## src/include/line_if_cfg.svh

```systemverilog
// constants of the line interface configuration block
// assumes a 16-bit register port addressed by word index a[7:1]
//
// Overview of operation
// - stuffing bit set gives 84 cell columns in the STS-1 envelope, else 86.
// - source loopback feeds receiver from transmitter output; transmitter output unchanged.
// - no loopback path while the parallel cell interface is selected.
// - bit 13 latches counter status, except code violations, per one-second interval.
// - bit 12 latches line status once per one-second interval.
// - alarm in one interval is readable in the next; else held until read.
// - a second read within one interval returns current status and clears it.
// - bit 11 syncs transmit framing to external 8 kHz, only 57-octet DS3/E3.
// - bit 10 with hold input blocks cell acceptance and FIFO output.
// - bit 9 enables the x^43+1 payload scrambler.
// - bit 8 keeps validation and error counting alive after delineation loss.
// - bit 7 selects header-check delineation with 53-octet cells, else 57-octet.
// - bit 6 low selects serial line path, high selects parallel both ways.
// - bit 5 selects the external framer, else the internal one.
// - bit 4 bypasses line coder; keep clear for E1/DS1 with external framer.
// - bit 3 clear skips sync-marked overhead bits; set means payload only.
// - bits 2-0 pick the framing type, same for transmit and receive.
// - type codes 0 DS1,1 E1,2 DS3,3 E3 old,4 E3 direct,5 E4,6 STS-1,7 STS-3c.
// - reset clears counters and state but not the configuration register.
`ifndef LINE_IF_CFG_SVH
`define LINE_IF_CFG_SVH
`define CFG_ADDR       7'h00
`define BIT_STUFF      15
`define BIT_LOOP       14
`define BIT_LATCH_CNT  13
`define BIT_LATCH_STAT 12
`define BIT_EXT_8K     11
`define BIT_HOLD_EN    10
`define BIT_SCRAMBLE   9
`define BIT_NO_LOSS_OF_CELL_DELINEATION    8
`define BIT_HEC        7
`define BIT_PARALLEL   6
`define BIT_EXT_FRAMER 5
`define BIT_NO_CODER   4
`define BIT_UNFRAMED   3
`define COLS_STUFFED   7'h54
`define COLS_FULL      7'h56
`define CELL_LEN_HEC   6'h35
`define CELL_LEN_PLCP  6'h39
`define PHY_DS1        3'h0
`define PHY_E1         3'h1
`define PHY_DS3        3'h2
`define PHY_E3_PLCP    3'h3
`define PHY_E3_DIRECT  3'h4
`define PHY_E4         3'h5
`define PHY_STS1       3'h6
`define PHY_STS3C      3'h7
`endif

```

## src/include/line_if_pkg.sv

```systemverilog
// types shared by the line interface configuration block
// assumes the constants header is included alongside
package line_if_pkg;
	typedef logic [2:0] physical_framing_type_field_t;
	typedef struct packed {
		logic [7:0] data;
		logic       sync;
	} line_word_t;
	typedef struct packed {
		logic [15:0] acc;
		logic [15:0] held;
		logic        read_once;
	} latch_state_t;
	typedef struct packed {
		logic [15:0] cfg;
		logic [2:0]  onesec_sync;
		logic [15:0] rdata;
		line_word_t  rx_feed;
		logic        payload_valid;
		logic        cell_accept;
		logic        fifo_out_enable;
		logic [15:0] line_status_out;
		logic [15:0] counter_status_out;
	} top_state_t;
endpackage : line_if_pkg

```

## src/logic/line_interface_config_control.sv

```systemverilog
// configuration register and its mode decode, loopback mux and one-second status latching
// assumes a microprocessor port with one-cycle read and write strobes, synchronous inputs
`timescale 1ns/1ps
`default_nettype none
`include "line_if_cfg.svh"

module status_latch
	import line_if_pkg::*;
(
	// clock and reset
	input  wire logic        clock,
	input  wire logic        srst,
	// control
	input  wire logic        latch_en,
	input  wire logic        tick,
	input  wire logic        rd,
	// status
	input  wire logic [15:0] live,
	output logic      [15:0] shown
);
	latch_state_t s_q;
	latch_state_t s_d;

	always_comb begin
		s_d = s_q;
		if (!latch_en) begin
			// sticky until read; a new alarm in the read cycle survives
			s_d.acc       = '0;
			s_d.read_once = 1'b0;
			s_d.held      = rd ? live : (s_q.held | live);
		end else if (tick) begin
			s_d.held      = s_q.acc | live;
			s_d.acc       = '0;
			s_d.read_once = 1'b0;
		end else begin
			s_d.acc = s_q.acc | live;
			if (rd) begin
				s_d.read_once = 1'b1;
				if (s_q.read_once) begin
					s_d.held = '0;
				end
			end
		end
	end

	assign shown = (latch_en && s_q.read_once) ? live : s_q.held;

	always_ff @(posedge clock) begin
		if (srst) begin
			s_q <= '0;
		end else begin
			s_q <= s_d;
		end
	end
endmodule : status_latch

module line_interface_config_control
	import line_if_pkg::*;
#(
	parameter int STAT_W = 16
) (
	// clock and reset
	input  wire logic        clock,
	input  wire logic        srst,
	// microprocessor register port, word index a[7:1]
	input  wire logic        cs,
	input  wire logic        wr_en,
	input  wire logic        rd_en,
	input  wire logic [6:0]  addr,
	input  wire logic [15:0] wdata,
	output logic      [15:0] rdata,
	// timing references
	input  wire logic        one_second_reference_input,
	input  wire logic        transmit_sync_input,
	input  wire logic        ext_8k_reference,
	input  wire logic        rx_frame_reference,
	// line side
	input  wire logic [7:0]  tx_line_data,
	input  wire logic [7:0]  rx_line_data,
	input  wire logic        rx_line_sync,
	output line_word_t       rx_feed,
	output logic             payload_valid,
	// receive cell path
	input  wire logic        receive_hold_input,
	input  wire logic        loss_of_cell_delineation,
	output logic             cell_accept,
	output logic             fifo_out_enable,
	// decoded modes
	output physical_framing_type_field_t        physical_framing_type_field,
	output logic [6:0]       payload_columns,
	output logic [5:0]       cell_length,
	output logic             hec_delineation,
	output logic             parallel_mode,
	output logic             external_framer,
	output logic             coder_bypass,
	output logic             unframed_mode,
	output logic             scrambler_enable,
	output logic             tx_frame_sync,
	// status latching
	input  wire logic [15:0] line_status_live,
	input  wire logic [15:0] counter_status_live,
	input  wire logic        line_status_rd,
	input  wire logic        counter_status_rd,
	output logic      [15:0] line_status_out,
	output logic      [15:0] counter_status_out
);
	top_state_t  s_q;
	top_state_t  s_d;
	logic        onesec_tick;
	logic        loop_active;
	logic        use_ext_8k;
	logic        hold_now;
	logic [15:0] line_shown;
	logic [15:0] cnt_shown;

	// third stage only feeds the edge detector, the first stage feeds nothing else
	assign onesec_tick = s_q.onesec_sync[1] && !s_q.onesec_sync[2];

	// no loopback path exists in parallel cell mode
	assign loop_active = s_q.cfg[`BIT_LOOP] && !s_q.cfg[`BIT_PARALLEL];

	assign use_ext_8k = s_q.cfg[`BIT_EXT_8K] && !s_q.cfg[`BIT_HEC] &&
		(s_q.cfg[2:0] == `PHY_DS3 || s_q.cfg[2:0] == `PHY_E3_PLCP);

	assign hold_now = s_q.cfg[`BIT_HOLD_EN] && receive_hold_input;

	// the counter group carries no code-violation count; that count bypasses latching
	status_latch u_line_latch (
		.clock    (clock),
		.srst     (srst),
		.latch_en (s_q.cfg[`BIT_LATCH_STAT]),
		.tick     (onesec_tick),
		.rd       (line_status_rd),
		.live     (line_status_live),
		.shown    (line_shown)
	);

	status_latch u_cnt_latch (
		.clock    (clock),
		.srst     (srst),
		.latch_en (s_q.cfg[`BIT_LATCH_CNT]),
		.tick     (onesec_tick),
		.rd       (counter_status_rd),
		.live     (counter_status_live),
		.shown    (cnt_shown)
	);

	always_comb begin
		s_d = s_q;
		s_d.onesec_sync = {s_q.onesec_sync[1:0], one_second_reference_input};
		if (cs && wr_en && addr == `CFG_ADDR) begin
			s_d.cfg = wdata;
		end
		s_d.rdata = '0;
		if (cs && rd_en && addr == `CFG_ADDR) begin
			s_d.rdata = s_q.cfg;
		end
		// in loopback the external framer still owns the sync input
		if (loop_active) begin
			s_d.rx_feed.data = tx_line_data;
			s_d.rx_feed.sync = transmit_sync_input;
		end else begin
			s_d.rx_feed.data = rx_line_data;
			s_d.rx_feed.sync = rx_line_sync;
		end
		// framed mode treats sync-marked positions as overhead to skip
		s_d.payload_valid = s_q.cfg[`BIT_UNFRAMED] || !s_d.rx_feed.sync;
		s_d.cell_accept = !hold_now &&
			(s_q.cfg[`BIT_NO_LOSS_OF_CELL_DELINEATION] || !loss_of_cell_delineation);
		s_d.fifo_out_enable = !hold_now;
		if (line_status_rd) begin
			s_d.line_status_out = line_shown;
		end
		if (counter_status_rd) begin
			s_d.counter_status_out = cnt_shown;
		end
	end

	always_ff @(posedge clock) begin
		if (srst) begin
			// configuration survives reset, software must program it
			s_q.onesec_sync        <= '0;
			s_q.rdata              <= '0;
			s_q.rx_feed            <= '0;
			s_q.payload_valid      <= 1'b0;
			s_q.cell_accept        <= 1'b0;
			s_q.fifo_out_enable    <= 1'b0;
			s_q.line_status_out    <= '0;
			s_q.counter_status_out <= '0;
			s_q.cfg                <= s_d.cfg;
		end else begin
			s_q <= s_d;
		end
	end

	assign rdata              = s_q.rdata;
	assign rx_feed            = s_q.rx_feed;
	assign payload_valid      = s_q.payload_valid;
	assign cell_accept        = s_q.cell_accept;
	assign fifo_out_enable    = s_q.fifo_out_enable;
	assign line_status_out    = s_q.line_status_out;
	assign counter_status_out = s_q.counter_status_out;

	// mode decode; type codes are the same for both directions
	assign physical_framing_type_field = s_q.cfg[2:0];
	assign payload_columns = (s_q.cfg[`BIT_STUFF] && s_q.cfg[2:0] == `PHY_STS1) ?
		`COLS_STUFFED : `COLS_FULL;
	assign cell_length      = s_q.cfg[`BIT_HEC] ? `CELL_LEN_HEC : `CELL_LEN_PLCP;
	assign hec_delineation  = s_q.cfg[`BIT_HEC];
	assign parallel_mode    = s_q.cfg[`BIT_PARALLEL];
	assign external_framer  = s_q.cfg[`BIT_EXT_FRAMER];
	// software keeps this clear for E1 and DS1 behind an external framer
	assign coder_bypass     = s_q.cfg[`BIT_NO_CODER];
	assign unframed_mode    = s_q.cfg[`BIT_UNFRAMED];
	assign scrambler_enable = s_q.cfg[`BIT_SCRAMBLE];
	assign tx_frame_sync    = use_ext_8k ? ext_8k_reference : rx_frame_reference;
endmodule : line_interface_config_control
`default_nettype wire

```

## config.mk

```make
export PLATFORM = sky130hd
export DESIGN_NAME = line_interface_config_control
export DESIGN_NICKNAME = d
export VERILOG_FILES = /design/src/include/line_if_pkg.sv /design/src/logic/line_interface_config_control.sv
export VERILOG_INCLUDE_DIRS = /design/src /design/src/include
export SDC_FILE = /design/constraint.sdc
export NUM_CORES = 1
export LEC_CHECK = 0
export ABC_AREA = 1
export BUFFER_PORTS_ARGS = -buffer_cell sky130_fd_sc_hd__buf_2
export CAP_MARGIN = 20
export CORE_MARGIN = 2
export CORE_UTILIZATION = 53
export DETAILED_ROUTE_END_ITERATION = 8
export PLACE_DENSITY_LB_ADDON = 0.08
export SLEW_MARGIN = 30
export SYNTH_ARGS = -nofsm -noshare
export SYNTH_HDL_FRONTEND = slang
export SYNTH_SLANG_ARGS = --single-unit
```

## constraint.sdc

```tcl
create_clock -name clock -period 2 [get_ports clock]
set_input_delay 0.3 -clock clock [delete_from_list [all_inputs] [get_ports clock]]
set_output_delay 0.3 -clock clock [all_outputs]
set_load 0.01 [all_outputs]
```

==> run_results.csv, run 1 <==
group,metric,value,unit
run_status,status,"complete, no violations",
clock_tree,tritoncts.num_buffers,17,
pwr,power-per-cell-area,898.2,nW/µm²
setup_path,critical_path.endpoint_type,"output pin",
yosys,synthCells,910,
die,core_area,12520,µm²
layout,antenna_cells_inserted,0,
yosys,mappedNetlistArea,6725,µm²
layout,area_growth,12.45,%
min_path,hold_start,"wdata[0]",
clock_tree,clockBufferDepth,2,
sta,slew_headroom,0.6121,
place,dp_slack,0.4386,ns
sta,setup_repair_after_global_routing_missed_its_margin,"false",
detailed_routing,route.final.wire_length,13880,µm
global_routing,grt_first_pass_wirelength,22320,µm
pwr,power.leakage,3.866,nW
detailed_routing,antenna_violating_nets_post_route,0,
sta,post_route_skew,0.005150,ns
detailed_routing,routed_vias_inst,4.616,
yosys,syn_avg_cell_area,7.390,µm²
clock_tree,clock_tree_from_tritoncts,"done",
yosys,synth_top_family_by_area,"simple AND/OR/NAND/NOR gates",
detailed_routing,wl_per_cell,11.82,µm
die,floorplan.initialDensity,0.5373,
place,half_perimeter_wire_length_after_placement,9277,µm
clock_tree,clock_insertion_delay_worst_skew,0.41,ns
detailed_routing,first_pass_iters,4,
global_routing,grt_remaining_overflow,0,
sta,post_route_minimum_period,1.677,ns
die,design.die.area,13610,µm²
yosys,synth_simple_gate_area_frac,0.2180,
clock_tree,hold_bufs_at_cts,0,
yosys,netlist-cell-type-count,24,
die,io_pins,168,
yosys,synth_sequential_area_ratio,0.4554,
layout,layout.cells.most_common,"nor2_1",
setup_path,r2r_setup_slack,0.58,ns
sta,report.final.slew_viol_count,0,
yosys,synth-xor-area-share,0,
min_path,hold-path-endpoint,"physical_framing_type_field[0]$_DFFE_PP_",
setup_path,timing.critical_path.from_type,"flip-flop",
yosys,postSynthRegisterBits,145,
yosys,post_synth_main_area_contributors,"dfxtp_1, nor2_1, buf_4",
yosys,synth_top_area_cell,"dfxtp_1",
sta,fmaxAchievable,596.2,MHz
sta,final.period_utilization,0.8386,
setup_path,worstPathMaxFanout,3,
setup_path,reg2reg_to,"u_line_latch.s_q[9]$_SDFFE_PP0P_",
flow_run,maxCapViolCount,0,
clock_tree,clkSlewWorstSetupHoldPaths,0.06,ns
layout,multi_input_area,2372,µm²
global_routing,grt_antenna_before_repair,0,
layout,filler_cell_count,1229,
min_path,worst_hold_path.num_cells,1,
global_routing,grt_max_degree,36,
sta,postLayoutSetupSlackWorst,0.3228,ns
setup_path,worst_ep_required_time,1.70,ns
layout,layout.cells.most_common_list,"nor2_1, buf_2, nand2_1",
layout,layout-drive-gt1-share,0.2126,
die,die_y,116.6,µm
global_routing,grtUsageTotal,0.2102,
sta,fin_tns_setup,0,ns
setup_path,worst-setup-path-type,"reg -> out",
detailed_routing,first_iter_violations,304,
sta,hold_viol,0,
yosys,synth_compound_gate_area_share,0.1291,
clock_tree,root_buffer,"clkbuf_16",
yosys,area_share_of_the_largest_cell_type_after_synthesis,0.3840,
setup_path,reg2reg_from,"s_q[75]$_DFFE_PP_",
min_path,worst_hold_path_type,"in -> reg",
setup_path,ff2ff_path_depth,4,
sta,timing.final.setup_violations,0,
yosys,synth_adder_area_share,0,
detailed_routing,route.detailed.drc,0,
pwr,power.ir.vdd_worst,0.0007197,V
yosys,synth-warning-count,0,
setup_path,crit_arrival,1.38,ns
detailed_routing,vias,5419,
global_routing,first_global_vias,4834,
layout,area.sequential,3063,µm²
clock_tree,cts_setup_buffers,0,
die,die_width,116.6,µm
die,rows,41,
clock_tree,cts_num_sinks,145,
yosys,muxShareOfSynthArea,0,
clock_tree,cts_resized,0,
place,io_buffer_count,157,
place,gp_congestion,0.7328,
layout,final_net_count,1074,
sta,worstMarginPinSlew,0.5797,ns
clock_tree,cts-htree-levels,4,
pwr,design_power_total,6.793,mW
## how the worst max path moves through the flow
stage / start / end / cells past startpoint
final: hec_delineation$_DFFE_PP_ / tx_frame_sync / 4
after global routing: hec_delineation$_DFFE_PP_ / tx_frame_sync / 4
after CTS: hec_delineation$_DFFE_PP_ / tx_frame_sync / 4
after detailed placement: counter_status_rd / counter_status_out[3]$_SDFFE_PP0P_ / 6
after global placement: counter_status_rd / counter_status_out[3]$_SDFFE_PP0P_ / 6
after floorplan: addr[0] / coder_bypass$_DFFE_PP_ / 3
## report_power, final
| part | internal [mW] | switching, mW |
|---|---|---|
| sequential | 3.05 | 0.0553 |
| clock | 1.96 | 1.14 |
| combinational | 0.232 | 0.347 |
| total | 5.25 | 1.55 |
## kinds of logic (layout without fill, tap and decap cells)
group / Yosys count / count (layout)
AND/OR/NAND/NOR: 354 / 354
flip-flops: 145 / 145
other: 2 / 10
buffers and inverters: 236 / 320
AO/OA/AOI/OAI: 173 / 173
## flip-flops by register name, indices dropped and copies added, names as in the netlist
register	cells
u_cnt_latch.s_q	33
u_line_latch.s_q	33
counter_status_out	16
line_status_out	16
rdata	16
rx_feed	9
s_q	8
physical_framing_type_field	3
s_d	2
cell_accept	1
coder_bypass	1
external_framer	1
fifo_out_enable	1
hec_delineation	1
parallel_mode	1
payload_valid	1
scrambler_enable	1
unframed_mode	1
## area by class of cell
| class | instances | area share |
|---|---|---|
| Clock buffer | 18 | 0.05807 |
| Clock inverter | 14 | 0.01919 |
| Inverter | 121 | 0.06006 |
| Multi-Input combinational cell | 537 | 0.3137 |
| Sequential cell | 145 | 0.4050 |
| Tap cell | 172 | 0.02846 |
| Timing Repair Buffer | 167 | 0.1155 |
## layer usage
metal  global-route usage  up-vias  wire (µm)
met5                    0        -          0
met4              0.05255        0        135
met2               0.3671      132       6781
met3              0.06798       10        759
met1               0.2515     2372       6201
li1                     -     2905          -
## cell usage after synthesis
cell	instances
nand2_1	137
nand2_2	2
buf_6	17
buf_2	14
clkbuf_1	7
buf_4	77
conb_1	2
nor3_2	1
and2_1	1
o21ai_0	38
nand3_2	5
edfxtp_1	16
nand4_1	2
nor2_4	2
inv_2	5
nand2_4	1
o21ai_1	35
inv_1	116
nor2_1	171
nand3_1	30
a21oi_1	99
a21boi_0	1
dfxtp_1	129
nand3_4	2
## per-stage QoR
stage	hold WS [ns]	cells	utilization	instance area [µm²]
global route	0.03213	1174	0.6042	7562
finish	0.05845	1174	0.6042	7562
global placement	0.3918	1142	0.5575	6978
detailed placement	0.3954	1142	0.5575	6978
floorplan	0.3883	918	-	6755
CTS	0.04154	1174	0.6042	7562
## worst max-delay path: stages, from the launching register on
cell	delay, ns
edfxtp_1	0.39
inv_1	0.11
nand4_1	0.12
o21ai_0	0.18
buf_2	0.16
Power figures use the tool's default switching activity.
==> run 2: changes to the inputs <==
ABC_AREA = 0   (was 1)
CORE_UTILIZATION = 48   (was 53)
clock period = 1.4 ns   (was 2 ns; I/O delays follow)
==> run_results.csv, run 2 <==
group,metric,value,unit
run_status,status,"complete, but fails checks",
run_status,failed_checks,"negative setup slack",
die,die_width,119.4,µm
yosys,postSynthRegisterBits,145,
sta,timing.hold.ws,0.03585,ns
global_routing,grt_max_degree,78,
place,gp_congestion,0.8443,
global_routing,first_global_vias,4972,
place,io_buffer_count,157,
layout,layout_top_registers,"u_cnt_latch.s_q: 33 flops, u_line_latch.s_q: 33 flops",
detailed_routing,first_iter_violations,277,
yosys,synth.top_cells.by_count,"dfxtp_1, nor2_1, buf_4, nand2_1, a311oi_1",
yosys,synth-async-reset-ratio,0,
yosys,mappedNetlistArea,6397,µm²
clock_tree,cts_num_sinks,145,
global_routing,grtUsageTotal,0.2124,
sta,post_route_minimum_period,1.848,ns
sta,timing.final.setup_violations,1,
layout,layout.cells.most_common_list,"buf_2, dfxtp_1, nor2_1",
die,die_y,119.4,µm
clock_tree,clkSlewWorstSetupHoldPaths,0.06,ns
detailed_routing,routed_vias_inst,5.179,
flow_run,maxCapViolCount,0,
yosys,synthCells,698,
min_path,worst_hold_path_type,"in -> reg",
place,half_perimeter_wire_length_after_placement,9849,µm
clock_tree,cts-htree-levels,4,
yosys,synth-edff-count,16,
layout,final_net_count,907,
global_routing,grt_remaining_overflow,0,
setup_path,worst-setup-path-type,"reg -> out",
clock_tree,tritoncts.num_buffers,17,
layout,area_growth,25.35,%
yosys,synth_top_area_cell,"dfxtp_1",
pwr,power.leakage,3.390,nW
yosys,synthMostInstantiatedCell,"dfxtp_1",
clock_tree,clock_insertion_delay_worst_skew,0.41,ns
sta,setup_repair_after_global_routing_missed_its_margin,"true",
detailed_routing,route.detailed.drc,0,
yosys,postSynth.topFlopCell,"dfxtp_1",
setup_path,critical_path.endpoint_type,"output pin",
pwr,power.ir.vdd_worst,0.0008012,V
yosys,area_share_of_the_largest_cell_type_after_synthesis,0.4037,
sta,postLayoutSetupSlackWorst,-0.4478,ns
global_routing,grt_first_pass_wirelength,24290,µm
clock_tree,clockBufferDepth,2,
pwr,p_int,7.565,mW
layout,layout.cells.most_common,"buf_2",
clock_tree,clock_tree_from_tritoncts,"done",
pwr,power.sequential.fraction,0.456,
pwr,power-per-cell-area,1215,nW/µm²
yosys,synth-warning-count,0,
sta,post_route_skew,0.005490,ns
die,floorplan.initialDensity,0.4870,
die,io_pins,168,
pwr,netSwitchingPower,2.174,mW
layout,layout-drive-gt1-share,0.3329,
clock_tree,root_buffer,"clkbuf_16",
detailed_routing,vias,5241,
sta,fmaxAchievable,541.2,MHz
setup_path,crit_arrival,1.64,ns
detailed_routing,wl_per_cell,15.19,µm
yosys,post_synth_main_area_contributors,"dfxtp_1, buf_4, edfxtp_1",
setup_path,timing.critical_path.from_type,"flip-flop",
detailed_routing,first_pass_iters,4,
pwr,power_frac_clock,0.456,
global_routing,grt_antenna_before_repair,1,
detailed_routing,antenna_violating_nets_post_route,0,
pwr,switching_share,0.2232,
die,design.die.area,14270,µm²
yosys,syn_avg_cell_area,9.165,µm²
yosys,netlist-cell-type-count,34,
yosys,synth_sequential_area_ratio,0.4788,
sta,hold_viol,0,
place,dp_slack,-0.06447,ns
setup_path,worst_ep_required_time,1.19,ns
sta,final.period_utilization,1.320,
pwr,power.combinational.fraction,0.087,
detailed_routing,route.final.wire_length,15370,µm
die,core_area,13140,µm²
sta,report.final.slew_viol_count,0,
setup_path,worstPathMaxFanout,2,
pwr,design_power_total,9.739,mW
die,rows,42,
run 2: cell types whose count changed after synthesis, sizes merged, moves of 32 or more:
cell    delta
nor2b     +37
nor2      -72
o21bai    +32
nand2     -90
o21ai     -41
a311oi    +64
a21oi     -90
inv      -118
run 2: worst paths after layout:
| kind | from | slack [ns] | to | depth (start not counted) |
|---|---|---|---|---|
| worst min register to register | u_line_latch.s_q[28]$_SDFF_PP0_ | 0.45 | u_line_latch.s_q[28]$_SDFF_PP0_ | 2 |
| worst max register to register | s_q[76]$_DFFE_PP_ | 0.04 | u_cnt_latch.s_q[9]$_SDFFE_PP0P_ | 4 |
| worst min-delay path | loss_of_cell_delineation | 0.04 | cell_accept$_SDFF_PP0_ | 2 |
| worst max-delay path | physical_framing_type_field[2]$_DFFE_PP_ | -0.45 | tx_frame_sync | 3 |
run 2: what timing repair did:
action                                  in CTS  in global routing
hold endpoints to repair                    18                  0
endpoints found under the setup margin       6                 46
gates resized for setup                      7                 39
pin swaps                                    1                 15
hold buffers                                18                  0
cloned                                       1                  3
setup buffers                                3                  2
run 2: kinds of logic (layout without fill, tap and decap cells):
| family | count (synthesis) | in the layout | synth area share |
|---|---|---|---|
| other | 2 | 11 | 0.001174 |
| AOI/OAI and AO/OA | 141 | 141 | 0.1823 |
| buffers and inverters | 126 | 253 | 0.1258 |
| and+or+nand+nor | 282 | 284 | 0.2087 |
| DFF | 145 | 145 | 0.4788 |
| muxes | 2 | 2 | 0.003325 |
run 2: area by class of cell:
cell class                 instances  area (µm²)
fill                            1188        5119
sequential                       145        3063
multi-input combinational        437        2725
timing repair buffer             218        1418
clock buffer                      27       504.2
tap                              176       220.2
clock inverter                     5       75.07
inverter                           3       11.26
antenna                            1       2.502
run 2: power groups by stage:
stage	Sequential, mW	Clock, mW	Combinational [mW]
floorplan	4.51	0	0.552
global placement	4.52	0	0.749
detailed placement	4.53	0	0.766
CTS	4.44	4.54	0.819
global route	4.46	4.69	0.936
finish	4.45	4.44	0.852
run 2: worst max-delay path, cell delays in order (launching register included):
cell and delay [ns]:
edfxtp_1 0.39, nor4bb_2 0.34, mux2_2 0.38, buf_6 0.12
run 2: per-layer routing:
metal / global-route usage / part of all wire
met1: 0.2618 / 0.44
met2: 0.3600 / 0.49
met3: 0.04550 / 0.047
met4: 0.08750 / 0.023
met5: 0 / 0
run 2: through the flow:
stage	area (µm²)	instances	TNS (ns)	util
2_1_floorplan	6436	706	0	-
3_3_place_gp	6987	953	-0.03509	0.5318
3_5_place_dp	6987	953	-0.1172	0.5318
4_1_cts	7800	1006	-0.4834	0.5937
5_1_grt	8016	1011	-0.7473	0.6102
6_report	8019	1012	-0.4478	0.6104
